$ cat src/core/rm_map.svh
// address map, field positions, reset values and timing of the rate match fifo
`ifndef RM_MAP_SVH
`define RM_MAP_SVH
`define RM_LANES 4
`define RM_IDLE_CODE 8'h1c
`define RM_CLK_PERIOD_NS 8'h0a
`define RM_LINK_PERIOD_NS 8'h7d
`define RM_FIFO_DEPTH 16
`define RM_REG_CTRL 12'h000
`define RM_REG_STATUS 12'h004
`define RM_REG_WMARK 12'h008
`define RM_REG_DEL_CNT 12'h00c
`define RM_REG_INS_CNT 12'h010
`define RM_CTRL_EN 0
`define RM_CTRL_EN_RESET 1'h1
`define RM_WM_HIGH_LSB 0
`define RM_WM_LOW_LSB 8
`define RM_WM_HIGH_RESET 5'h0c
`define RM_WM_LOW_RESET 5'h04
`define RM_PRIME_LEVEL 5'h08
`define RM_ST_FULL 0
`define RM_ST_EMPTY 1
`define RM_ST_STATE_LSB 2
`define RM_ST_ALIGNED 4
`define RM_ST_LEVEL_LSB 8
`endif

$ cat src/core/rm_pkg.sv
// types shared by the rate match fifo design
package rm_pkg;
  typedef enum logic [1:0] {
    st_wait_align = 2'b00,
    st_priming = 2'b01,
    st_matching = 2'b10,
    st_halted = 2'b11
  } rm_state_t;
endpackage : rm_pkg

$ cat src/core/rm_column_fifo.sv
// column fifo with valid and ready on both sides
`timescale 1ns/100ps
`default_nettype none
module rm_column_fifo #(
  parameter int WIDTH = 36,
  parameter int DEPTH = 16
) (
  input wire logic clk_sys,
  input wire logic resetn,
  input wire logic clear,
  input wire logic wr_valid,
  output logic wr_ready,
  input wire logic [WIDTH-1:0] wr_data,
  output logic rd_valid,
  input wire logic rd_ready,
  output logic [WIDTH-1:0] rd_data,
  output logic [$clog2(DEPTH+1)-1:0] level
);
  localparam int AW = $clog2(DEPTH);
  localparam int LW = $clog2(DEPTH+1);
  typedef struct packed {
    logic [DEPTH-1:0][WIDTH-1:0] mem;
    logic [AW-1:0] wptr;
    logic [AW-1:0] rptr;
    logic [LW-1:0] count;
  } fifo_regs_t;
  fifo_regs_t r;
  fifo_regs_t next_r;
  logic push;
  logic pop;

  // honest flags straight from the count
  assign wr_ready = (r.count != LW'(DEPTH));
  assign rd_valid = (r.count != '0);
  assign rd_data = r.mem[r.rptr];
  assign level = r.count;
  assign push = wr_valid && wr_ready;
  assign pop = rd_valid && rd_ready;

  // pointer and count update, clear wins over traffic
  always_comb
  begin
    next_r = r;
    if (push)
    begin
      next_r.mem[r.wptr] = wr_data;
      next_r.wptr = (r.wptr == AW'(DEPTH-1)) ? '0 : r.wptr + AW'(1);
    end
    if (pop)
    begin
      next_r.rptr = (r.rptr == AW'(DEPTH-1)) ? '0 : r.rptr + AW'(1);
    end
    next_r.count = r.count + LW'(push) - LW'(pop);
    if (clear)
    begin
      next_r.wptr = '0;
      next_r.rptr = '0;
      next_r.count = '0;
    end
  end

  // state register
  always_ff @(posedge clk_sys)
  begin
    if (!resetn)
      r <= '0;
    else
      r <= next_r;
  end

  // count never passes the depth
  AST_FIFO_BOUND: assert property (@(posedge clk_sys) disable iff (!resetn)
    r.count <= LW'(DEPTH)) else $error("fifo count above depth");
endmodule : rm_column_fifo
`default_nettype wire

$ cat src/core/rm_rate_match.sv
// four lane receive rate match fifo with apb registers
// Notes on behaviour
// - the fifo absorbs up to 200 ppm total offset between far transmitter and local clock.
// - rate matching waits for sync on all four lanes and for channel alignment.
// - whole idle columns are deleted or inserted, as many as needed, to avoid overrun or underrun.
// - each deleted column raises the deletion flag on all four lanes for one cycle.
// - each inserted column raises the insertion flag on all four lanes for one cycle.
// - on full or empty no code group is inserted or deleted to recover.
// - full and empty flags stay up until rx_digital_reset clears them.
`timescale 1ns/100ps
`default_nettype none
`include "rm_map.svh"
module rm_rate_match
  import rm_pkg::*;
#(
  parameter int DEPTH = `RM_FIFO_DEPTH
) (
  input wire logic clk_sys,
  input wire logic resetn,
  input wire logic rx_clk_link,
  input wire logic [31:0] rx_lane_data,
  input wire logic [3:0] rx_lane_kchar,
  input wire logic [3:0] rx_sync_status,
  input wire logic rx_channel_aligned,
  input wire logic rx_digital_reset,
  input wire logic [11:0] paddr,
  input wire logic psel,
  input wire logic penable,
  input wire logic pwrite,
  input wire logic [31:0] pwdata,
  output logic [31:0] prdata,
  output logic pready,
  output logic pslverr,
  output logic [31:0] rm_data,
  output logic [3:0] rm_kchar,
  output logic rm_valid,
  output logic [3:0] rm_deleted,
  output logic [3:0] rm_inserted,
  output logic [3:0] rm_fifo_full,
  output logic [3:0] rm_fifo_empty
);
  localparam int DW = 8*`RM_LANES;
  localparam int CW = DW + `RM_LANES;
  localparam int LW = $clog2(DEPTH+1);
  typedef struct packed {
    logic clk_s1;
    logic clk_s2;
    logic clk_s3;
    logic [CW-1:0] dat_s1;
    logic [CW-1:0] dat_s2;
    logic [3:0] sync_s1;
    logic [3:0] sync_s2;
    logic algn_s1;
    logic algn_s2;
    rm_state_t state;
    logic [7:0] phase;
    logic ctrl_en;
    logic [LW-1:0] wm_high;
    logic [LW-1:0] wm_low;
    logic [15:0] del_cnt;
    logic [15:0] ins_cnt;
    logic [31:0] out_data;
    logic [3:0] out_kchar;
    logic out_valid;
    logic [3:0] deleted;
    logic [3:0] inserted;
    logic [3:0] full;
    logic [3:0] empty;
    logic [31:0] prdata;
    logic pready;
    logic pslverr;
  } rm_regs_t;
  rm_regs_t r;
  rm_regs_t next_r;
  logic fifo_wr_valid;
  logic fifo_wr_ready;
  logic fifo_rd_valid;
  logic fifo_rd_ready;
  logic fifo_clear;
  logic [CW-1:0] fifo_rd_data;
  logic [LW-1:0] fifo_level;
  logic [`RM_LANES-1:0] lane_idle_in;
  logic [`RM_LANES-1:0] lane_idle_head;
  logic col_idle;
  logic head_idle;
  logic aligned;
  logic link_edge;
  logic rd_tick;
  logic [7:0] phase_sum;

  // idle code check per lane on the incoming column and the fifo head
  genvar g;
  generate
    for (g = 0; g < `RM_LANES; g++)
    begin : g_lane
      assign lane_idle_in[g] = r.dat_s2[DW+g] && (r.dat_s2[8*g +: 8] == `RM_IDLE_CODE);
      assign lane_idle_head[g] = fifo_rd_data[DW+g] && (fifo_rd_data[8*g +: 8] == `RM_IDLE_CODE);
    end
  endgenerate

  // a column counts only when every lane carries the idle code
  assign col_idle = &lane_idle_in;
  assign head_idle = &lane_idle_head;
  assign aligned = (&r.sync_s2) && r.algn_s2;
  assign link_edge = r.clk_s2 && !r.clk_s3;
  assign phase_sum = r.phase + `RM_CLK_PERIOD_NS;
  assign rd_tick = (phase_sum >= `RM_LINK_PERIOD_NS);

  // the column store between recovered and local rate
  rm_column_fifo #(
    .WIDTH(CW),
    .DEPTH(DEPTH)
  ) u_fifo (
    .clk_sys(clk_sys),
    .resetn(resetn),
    .clear(fifo_clear),
    .wr_valid(fifo_wr_valid),
    .wr_ready(fifo_wr_ready),
    .wr_data(r.dat_s2),
    .rd_valid(fifo_rd_valid),
    .rd_ready(fifo_rd_ready),
    .rd_data(fifo_rd_data),
    .level(fifo_level)
  );

  // next state: synchronisers, rate match, apb slave
  always_comb
  begin
    next_r = r;
    fifo_wr_valid = 1'b0;
    fifo_rd_ready = 1'b0;
    fifo_clear = 1'b0;
    // two flop synchronisers for the link pins
    next_r.clk_s1 = rx_clk_link;
    next_r.clk_s2 = r.clk_s1;
    next_r.clk_s3 = r.clk_s2;
    next_r.dat_s1 = {rx_lane_kchar, rx_lane_data};
    next_r.dat_s2 = r.dat_s1;
    next_r.sync_s1 = rx_sync_status;
    next_r.sync_s2 = r.sync_s1;
    next_r.algn_s1 = rx_channel_aligned;
    next_r.algn_s2 = r.algn_s1;
    // local read rate as a fractional divider
    next_r.phase = rd_tick ? phase_sum - `RM_LINK_PERIOD_NS : phase_sum;
    next_r.deleted = 4'h0;
    next_r.inserted = 4'h0;
    next_r.out_valid = 1'b0;
    // mode control
    case (r.state)
      st_wait_align:
      begin
        fifo_clear = 1'b1;
        if (aligned && r.ctrl_en)
          next_r.state = st_priming;
      end
      st_priming:
      begin
        if (!aligned || !r.ctrl_en)
          next_r.state = st_wait_align;
        else if (fifo_level >= LW'(`RM_PRIME_LEVEL))
          next_r.state = st_matching;
      end
      st_matching:
      begin
        if (!aligned || !r.ctrl_en)
          next_r.state = st_wait_align;
      end
      st_halted:
      begin
        next_r.state = st_halted;
      end
      default:
      begin
        next_r.state = st_wait_align;
      end
    endcase
    // write side, one column per recovered clock edge
    if ((r.state == st_priming || r.state == st_matching) && aligned && r.ctrl_en && link_edge)
    begin
      if (r.state == st_matching && col_idle && fifo_level >= r.wm_high)
      begin
        next_r.deleted = 4'hf;
        next_r.del_cnt = r.del_cnt + 16'h0001;
      end
      else if (!fifo_wr_ready)
      begin
        next_r.state = st_halted;
        next_r.full = 4'hf;
      end
      else
        fifo_wr_valid = 1'b1;
    end
    // read side, one column per local tick
    if (r.state == st_matching && aligned && r.ctrl_en && rd_tick)
    begin
      if (!fifo_rd_valid)
      begin
        next_r.state = st_halted;
        next_r.empty = 4'hf;
      end
      else
      begin
        next_r.out_valid = 1'b1;
        next_r.out_data = fifo_rd_data[DW-1:0];
        next_r.out_kchar = fifo_rd_data[CW-1:DW];
        if (head_idle && fifo_level <= r.wm_low)
        begin
          next_r.inserted = 4'hf;
          next_r.ins_cnt = r.ins_cnt + 16'h0001;
        end
        else
          fifo_rd_ready = 1'b1;
      end
    end
    // fabric reset of the receive path
    if (rx_digital_reset)
    begin
      fifo_clear = 1'b1;
      next_r.state = st_wait_align;
      next_r.full = 4'h0;
      next_r.empty = 4'h0;
      next_r.deleted = 4'h0;
      next_r.inserted = 4'h0;
      next_r.out_valid = 1'b0;
      fifo_wr_valid = 1'b0;
      fifo_rd_ready = 1'b0;
    end
    // apb slave, answers one cycle into the access phase
    next_r.pready = 1'b0;
    next_r.pslverr = 1'b0;
    if (psel && penable && !r.pready)
    begin
      next_r.pready = 1'b1;
      if (!pwrite)
        next_r.prdata = 32'h0000_0000;
      if (paddr == `RM_REG_CTRL)
      begin
        if (pwrite)
          next_r.ctrl_en = pwdata[`RM_CTRL_EN];
        else
          next_r.prdata[`RM_CTRL_EN] = r.ctrl_en;
      end
      else if (paddr == `RM_REG_STATUS)
      begin
        if (!pwrite)
        begin
          next_r.prdata[`RM_ST_FULL] = r.full[0];
          next_r.prdata[`RM_ST_EMPTY] = r.empty[0];
          next_r.prdata[`RM_ST_STATE_LSB +: 2] = r.state;
          next_r.prdata[`RM_ST_ALIGNED] = aligned;
          next_r.prdata[`RM_ST_LEVEL_LSB +: LW] = fifo_level;
        end
      end
      else if (paddr == `RM_REG_WMARK)
      begin
        if (pwrite)
        begin
          next_r.wm_high = pwdata[`RM_WM_HIGH_LSB +: LW];
          next_r.wm_low = pwdata[`RM_WM_LOW_LSB +: LW];
        end
        else
        begin
          next_r.prdata[`RM_WM_HIGH_LSB +: LW] = r.wm_high;
          next_r.prdata[`RM_WM_LOW_LSB +: LW] = r.wm_low;
        end
      end
      else if (paddr == `RM_REG_DEL_CNT)
      begin
        if (!pwrite)
          next_r.prdata[15:0] = r.del_cnt;
      end
      else if (paddr == `RM_REG_INS_CNT)
      begin
        if (!pwrite)
          next_r.prdata[15:0] = r.ins_cnt;
      end
      else
        next_r.pslverr = 1'b1;
    end
  end

  // state register with synchronous reset
  always_ff @(posedge clk_sys)
  begin
    if (!resetn)
    begin
      r <= '0;
      r.state <= st_wait_align;
      r.ctrl_en <= `RM_CTRL_EN_RESET;
      r.wm_high <= LW'(`RM_WM_HIGH_RESET);
      r.wm_low <= LW'(`RM_WM_LOW_RESET);
    end
    else
      r <= next_r;
  end

  // outputs straight from the state register
  assign prdata = r.prdata;
  assign pready = r.pready;
  assign pslverr = r.pslverr;
  assign rm_data = r.out_data;
  assign rm_kchar = r.out_kchar;
  assign rm_valid = r.out_valid;
  assign rm_deleted = r.deleted;
  assign rm_inserted = r.inserted;
  assign rm_fifo_full = r.full;
  assign rm_fifo_empty = r.empty;

  // level one cycle back, for the deletion check
  logic [LW-1:0] level_prev;
  always_ff @(posedge clk_sys)
  begin
    level_prev <= fifo_level;
  end

  // checks on the rate match behaviour
  AST_MATCH_NEEDS_ALIGN: assert property (@(posedge clk_sys) disable iff (!resetn)
    (rm_deleted != 4'h0 || rm_inserted != 4'h0) |-> $past(aligned) && $past(r.state) == st_matching)
    else $error("column edited without alignment");
  AST_DEL_PULSE: assert property (@(posedge clk_sys) disable iff (!resetn)
    (rm_deleted != 4'h0) |-> (rm_deleted == 4'hf) ##1 (rm_deleted == 4'h0))
    else $error("deletion flag not one cycle on all lanes");
  AST_INS_PULSE: assert property (@(posedge clk_sys) disable iff (!resetn)
    (rm_inserted != 4'h0) |-> (rm_inserted == 4'hf) ##1 (rm_inserted == 4'h0))
    else $error("insertion flag not one cycle on all lanes");
  AST_DEL_CAUSE: assert property (@(posedge clk_sys) disable iff (!resetn)
    (link_edge && col_idle && aligned && r.ctrl_en && r.state == st_matching
     && fifo_level >= r.wm_high && !rx_digital_reset) |=> rm_deleted == 4'hf
     && fifo_level <= level_prev)
    else $error("idle column above high mark not deleted");
  AST_INS_CAUSE: assert property (@(posedge clk_sys) disable iff (!resetn)
    (rd_tick && head_idle && fifo_rd_valid && aligned && r.ctrl_en && r.state == st_matching
     && fifo_level <= r.wm_low && !rx_digital_reset) |=> rm_inserted == 4'hf && rm_valid)
    else $error("idle column below low mark not inserted");
  AST_FULL_HOLD: assert property (@(posedge clk_sys) disable iff (!resetn)
    (rm_fifo_full[0] && !rx_digital_reset) |=> rm_fifo_full == 4'hf)
    else $error("full flag dropped before digital reset");
  AST_EMPTY_HOLD: assert property (@(posedge clk_sys) disable iff (!resetn)
    (rm_fifo_empty[0] && !rx_digital_reset) |=> rm_fifo_empty == 4'hf)
    else $error("empty flag dropped before digital reset");
  AST_NO_RECOVER: assert property (@(posedge clk_sys) disable iff (!resetn)
    (rm_fifo_full != 4'h0 || rm_fifo_empty != 4'h0) |=>
    (rm_deleted == 4'h0 && rm_inserted == 4'h0 && !rm_valid)[*2])
    else $error("columns edited after full or empty");
  AST_FULL_CAUSE: assert property (@(posedge clk_sys) disable iff (!resetn)
    (link_edge && !col_idle && !fifo_wr_ready && aligned && r.ctrl_en
     && r.state == st_matching && !rx_digital_reset) |=> rm_fifo_full == 4'hf)
    else $error("write into full fifo not flagged");
  AST_DIG_RESET: assert property (@(posedge clk_sys) disable iff (!resetn)
    rx_digital_reset |=> rm_fifo_full == 4'h0 && rm_fifo_empty == 4'h0 && rm_deleted == 4'h0
    && rm_inserted == 4'h0 && r.state == st_wait_align ##1 fifo_level == '0)
    else $error("digital reset did not clear the receive path");
endmodule : rm_rate_match
`default_nettype wire

$ cat config.mk
export PLATFORM = sky130hd
export DESIGN_NAME = rm_rate_match
export DESIGN_NICKNAME = d
export VERILOG_FILES = /design/src/core/rm_pkg.sv /design/src/core/rm_column_fifo.sv /design/src/core/rm_rate_match.sv
export VERILOG_INCLUDE_DIRS = /design/src /design/src/core
export SDC_FILE = /design/constraint.sdc
export NUM_CORES = 2
export LEC_CHECK = 0
export ABC_AREA = 1
export BUFFER_PORTS_ARGS = -buffer_cell sky130_fd_sc_hd__buf_4
export CELL_PAD_IN_SITES_DETAIL_PLACEMENT = 2
export CELL_PAD_IN_SITES_GLOBAL_PLACEMENT = 2
export CORE_MARGIN = 2
export CORE_UTILIZATION = 37
export CTS_BUF_LIST = sky130_fd_sc_hd__clkbuf_4 sky130_fd_sc_hd__clkbuf_8
export DETAILED_ROUTE_END_ITERATION = 7
export HOLD_SLACK_MARGIN = 0.08
export PLACE_DENSITY = 0.89
export SLEW_MARGIN = 5
export SYNTH_ARGS = -nofsm -noshare
export SYNTH_HDL_FRONTEND = slang
export SYNTH_HIERARCHICAL = 1
export SYNTH_SLANG_ARGS = --single-unit
export TNS_END_PERCENT = 20
$ cat constraint.sdc
create_clock -name clk_sys -period 8 [get_ports clk_sys]
set_input_delay 1.2 -clock clk_sys [delete_from_list [all_inputs] [get_ports clk_sys]]
set_output_delay 1.2 -clock clk_sys [all_outputs]
set_load 0.03 [all_outputs]
* Word-level counts from Yosys, hierarchy flattened
Index checks and enable logic that the tools add are counted.
Storage, ports and cells: output and inout port bits 87, register bits 792, logic and storage cells 194, bits of input ports 92
Operators by class: equal/unequal tests 18, reductions and logical operators 50, muxes and demuxes 57, bitwise gates (word level) 9, order comparisons 7, add/sub/neg operators 8
Operators with widths (count):
- 576-bit bitwise mux | 1
- 36-bit binary-select mux with 4-bit select | 1
- 36-bit demux with 4-bit select | 1
- 16-bit 2-to-1 mux | 5
- 36-bit 2-to-1 mux | 2
- 8-bit by 5-bit equality test with 1-bit output, second input constant | 8
- 5-bit 2-to-1 mux | 8
- 16-bit by 1-bit adder with 16-bit output, second input constant | 2
- 1-bit logical AND | 25
- 12-bit by 4-bit equality test with 1-bit output, second input constant | 2
- 2-bit 2-to-1 mux | 10
- 1-bit 2-to-1 mux | 18
- 4-bit 2-to-1 mux | 4
- 15-bit 2-to-1 mux | 1
- 12-bit by 3-bit equality test with 1-bit output, second input constant | 1
- 12-bit by 5-bit equality test with 1-bit output, second input constant | 1
- 12-bit zero test | 1
- 3-bit 2-to-1 mux | 4
- 4-bit AND reduction | 3
- 4-bit by 5-bit < comparator with 1-bit output, second input constant | 2
- 1-bit inverter | 9
- 3-bit AND reduction | 3
- 4-bit by 1-bit adder with 4-bit output, second input constant | 2
- 8-bit by 4-bit adder with 8-bit output, second input constant | 1
- other kinds (24) | 34

* Logic depth before layout (Yosys ltp)
word-level depth 12, gate-level depth with buffers 32, gate-level depth less buffers 30

* Modules after synthesis
The synthesis kept the hierarchy.
By module, submodules not included:
- rm_column_fifo | cells each 5202, area an instance 30217.7 um2, seq. area each 11791.3 um2, instances 1
- rm_rate_match | cells each 1443, area an instance 9930.8 um2, seq. area each 3943.8 um2, instances 1

* Least setup slack after synthesis
OpenSTA, ideal clock, no wires.
path kind reg2reg, start point register u_fifo/r[6] (netlist name), end point register u_fifo.r (netlist bit u_fifo/level[4]), setup time 113 ps, cell stages (with the launch flop) 28, slack 4641 ps, clock period less this slack 3359 ps, required time 7887 ps, arrival time 3246 ps, path buffers 2, path through dfxtp_1 > inv_2 > buf_2 > clkbuf_1 > nand3_1 > nand3_1 > nand3_1 > nand2_1 > nand2_1 > nor3_1 > nand4_1 > nor2_1 > nand3_1 > nor2_1 > nor3_2 > nand2_1 > inv_1 > ha_1 > inv_1 > ha_1 > inv_1 > fa_1 > inv_1 > nand2_1 > nand2_1 > a21oi_1 > nor2_1 > nor2_1
On the way: longest elaborated chain between the ends 12, elaborated cells between the ends (all ways) 18, classes of those cells 1 x add/sub; 4 x eq/ne; 6 x mux; 7 x reduce/logical
Ends and longest elaborated chain:
- start: declaration | line rm_column_fifo.sv:27 | fifo_regs_t r;
- start signal: assignment | line rm_column_fifo.sv:68 | r <= next_r;
- 36-bit binary-select mux with 4-bit select | line rm_column_fifo.sv:35 | assign rd_data = r.mem[r.rptr];
- 36-bit 2-to-1 mux (not written as such) | line rm_column_fifo.sv:35
- net fifo_rd_data[20] | line rm_rate_match.sv:80 | logic [CW-1:0] fifo_rd_data;
- 8-bit by 5-bit equality test with 1-bit output (no source line)
- 1-bit logical AND | line rm_rate_match.sv:97 | assign lane_idle_head[g] = fifo_rd_data[DW+g] && (fifo_rd_data[8*g +: 8] == `RM_IDLE_CODE);
- 4-bit AND reduction | line rm_rate_match.sv:103 | assign head_idle = &lane_idle_head;
- 1-bit logical AND | line rm_rate_match.sv:206 | if (head_idle && fifo_level <= r.wm_low)
- 1-bit 2-to-1 mux | line rm_rate_match.sv:206
- 1-bit 2-to-1 mux | line rm_rate_match.sv:196 | if (!fifo_rd_valid)
- 1-bit 2-to-1 mux | line rm_rate_match.sv:194 | if (r.state == st_matching && aligned && r.ctrl_en && rd_tick)
- 1-bit 2-to-1 mux | line rm_rate_match.sv:216 | if (rx_digital_reset)
- net fifo_rd_ready | line rm_rate_match.sv:78 | logic fifo_rd_ready;
- 1-bit logical AND | line rm_column_fifo.sv:38 | assign pop = rd_valid && rd_ready;
- net u_fifo.pop | line rm_column_fifo.sv:30 | logic pop;
- 5-bit by 1-bit subtractor with 5-bit output | line rm_column_fifo.sv:53 | next_r.count = r.count + LW'(push) - LW'(pop);
The timed path passes the listed nets, and every way through them passes these cells. The select of a mux whose other input is x is not followed. A chain may end at the register's enable or synchronous reset.

* Worst setup path after layout
start point register u_fifo/r[5] (netlist name), end point register u_fifo.r (netlist bit u_fifo/level[4])
The elaborated chain is that of the path after synthesis.

==> summary.md <==
| Metric | Value |
|---|---|
| Status | `completed` |
| Critical Path End Type | `flip-flop` |
| Area leader, netlist | `dfxtp_1` |
| Resized Gates After CTS | `0` |
| Detailed placer's ending HPWL | `around 96 mm` |
| Final nets | `between 6000 and 7000` |
| Ranking of synthesized cells by area | `dfxtp_1 (39%), nand2_1 (21%), nor2_1 (13%)` |
| Post-layout util | `40.9%` |
| Commonest non-fill, non-tap cell in the layout | `nand2_1` |
| Synth Area per Inst | `between 6 and 7 um2` |
| #FFs+latches synth | `just under 800` |
| Unrepaired setup endpoints after global routing | `false` |
| Dpl cells | `a little under 8000` |
| Total negative setup slack | `0 ns` |
| Cts hold-fix bufs | `0` |
| Class of the worst hold path | `reg2reg` |
| Crit path max fanout | `135` |
| Fin. max-slew vios | `0` |
| Cell Int Power | `6230 uW` |
| Clk slew on worst S/H paths | `about 0.060 ns` |
| Multiplexer share of the synthesized area | `0%` |
| Inserted Clock Buffers | `around 150` |
| Main combinational cell family by area after synthesis | `simple AND/OR/NAND/NOR gates` |
| Synth Area in Compound Gates | `2.23%` |
| CP Class | `reg2reg` |
| Power Total | `~8600 uW` |
| WHS | `~0.41 ns` |
| Clock Root Buffer | `clkbuf_8` |
| Global-route wire length before repair | `around 320 mm` |
| Clock power frac | `between 50% and 60%` |
| Gr usage total | `a little under two fifths` |
| DRC Markers | `0` |
| PortBufs | `between 100 and 150` |
| Maximum vdd drop | `~0.00017 V` |
| Fmax | `between 0.15 and 0.2 GHz` |
| DIE AREA | `between 100000 and 150000 um2` |
| Hold Path Depth | `2` |
| Post-CTS Setup Bufs | `0` |
| Area delta synth->final | `9.35%` |
| Power Density | `~200 nW/um2` |
| Pleak | `between 0.02 and 0.03 uW` |
| Total core area | `107000 um2` |
| Mapped cell area | `between 40000 and 50000 um2` |
| Reg power frac | `between 40% and 50%` |
| Worst-Margin Slew | `1.34 ns` |
| Clk_skew | `0.0749 ns` |
| Synth cell types | `between 40 and 50` |
| Pre-antenna DRT Iters | `6` |
| Sequential share of the synthesized area | `39.2%` |
| Vias in the first global route | `a little over 50000` |
| Logic pwr share | `roughly 2.4%` |
| ANT nets after route | `0` |
| Yosys top cell area share | `a little under 40%` |
| Most used cell along the critical path | `nand2_1` |
| Chip width | `333 um` |
| Number of synthesized flops with an enable pin | `0` |
| Yosys warns | `6` |
| Die Ht | `approximately 330 um` |
| Synth Instances | `6645` |
| Max-cap check violation count | `0` |
| Relative slew slack | `about a tenth` |
| Average routed wire per standard cell | `around 27 um` |
| Antenna violations before repair | `7` |
| Site row count | `120` |
| CTS tree | `done` |
| Clock sink count | `between 700 and 800` |
| Max clock buf depth | `3` |
| Initial DRC Count | `3075` |
| Period utilization | `between 70 and 80%` |
| Post-Synth Adder-Cell Area | `under 10%` |
| Final non-filler cell total | `approximately 8000` |
| Synth Area in Simple Gates | `between 40% and 50%` |
| Switching pwr | `2340 uW` |
| Via count | `between 40000 and 50000` |
| Pin count of the biggest net entering global routing | `198` |
| Worst R2R Path Depth | `29` |
| Routability congestion estimate | `between 0.8 and 0.9` |
| Max incr delay on CP | `~0.76 ns` |
| H-tree depth | `4` |
| Required @ worst endpoint | `~9 ns` |
| CP arrival | `roughly 7.0 ns` |
| Switching share of power | `between 20% and 30%` |
| Final setup viols | `0` |
| Final hold vios | `0` |
| Async SR Flop Fraction | `0%` |
| Fillcell total | `13420` |
| Clock period minus final worst setup slack | `roughly 6 ns` |
| Total Wirelength | `around 210 mm` |
| Critical Path Source Type | `flip-flop` |
| Initial Util | `between 30% and 40%` |
| Most frequent cells in the layout | `nand2_1 (2293), nor2_1 (1361), inv_1 (853)` |
| Share of cells above drive strength 1 | `around 7.4%` |
| Drt via density | `around 5.5` |
| Global route overflow | `0` |
| Clk_lat worst skew | `~0.93 ns` |
| Top FF cell, synth | `dfxtp_1` |
| Io pins | `179` |
| Slowest stage cell, crit path | `inv_8` |
| XOR/XNOR share of the synthesized area | `less than 1%` |
-- per-stage QoR --
step                      area [um2]  setup slack [ns]
after detailed placement       41000              2.52
after floorplan                40200              4.64
after CTS                      43900              2.03
final                          43900              1.81
after global placement         41000              2.73
after global routing           43900              1.64
-- worst paths after layout --
| kind | startpoint | endpoint | slack [ns] |
|---|---|---|---|
| worst min register to register | next_r[159]$_SDFF_PN0_ | r[159]$_SDFF_PN0_ | 0.41 |
| worst min-delay path | next_r[159]$_SDFF_PN0_ | r[159]$_SDFF_PN0_ | 0.41 |
| worst max-delay path | u_fifo/r[5]$_SDFFE_PP0P_ | u_fifo/level[4]$_SDFF_PP0_ | 1.81 |
| worst max register to register | u_fifo/r[5]$_SDFFE_PP0P_ | u_fifo/level[4]$_SDFF_PP0_ | 1.81 |
-- sequential cells by signal (all words and copies together) (netlist names), 4 cells and up, named ones only --
signal        cells
rm_kchar          4
rm_data          32
next_r           43
u_fifo/r        584
u_fifo/level      5
r                95
-- worst max-delay path: cells and delay by family, from the launching register on --
kind / cells / cell delay, ns
compound gates: 1 / 0.08
fa+ha+maj: 3 / 0.90
buf+inv: 7 / 1.71
flops: 1 / 0.49
simple gates: 18 / 2.69
-- cell usage after synthesis, types with 41 or more instances --
master	count
a21oi_1	77
nor2_1	1361
buf_4	93
dfxtp_1	786
inv_1	855
buf_2	197
clkbuf_1	160
nand4_1	50
nor3_1	41
nand2_1	2293
buf_1	41
nand3_1	464
o21ai_0	47
-- final cells by class --
cell class	count	area, um2	share of cell area, %
sequential	786	15700	35.9
antenna	5	12.5	0.0285
tap	1403	1760	4.00
clock buffer	223	2760	6.29
clock inverter	18	153	0.348
inverter	871	3280	7.48
timing repair buffer	186	1480	3.37
multi-input combinational	4503	18700	42.6
-- power groups by stage --
stage / Clock, uW / Sequential [uW] / Combinational, uW
floorplan: 0 / 4040 / 153
CTS: 4430 / 4000 / 203
global placement: 0 / 4080 / 186
global route: 4550 / 4010 / 220
detailed placement: 0 / 4080 / 193
finish: 4370 / 4010 / 205
-- routing by layer --
layer	wire length, um	global-route usage [%]	vias to the layer above
met5	26	0	-
met4	18300	31.9	4
met3	10900	6.58	859
met2	105000	65.6	1670
met1	79100	38.9	22239
li1	-	-	19239
-- cells by family (layout without fill, tap and decap cells) --
group,after synthesis,count (layout)
adders and majority gates,33,33
xor gates and xnor gates,26,26
AOI/OAI and AO/OA,169,169
DFF,786,786
other,1,21
buffers and inverters,1371,1298
and+or+nand+nor,4259,4259
Power figures use the tool's default switching activity.
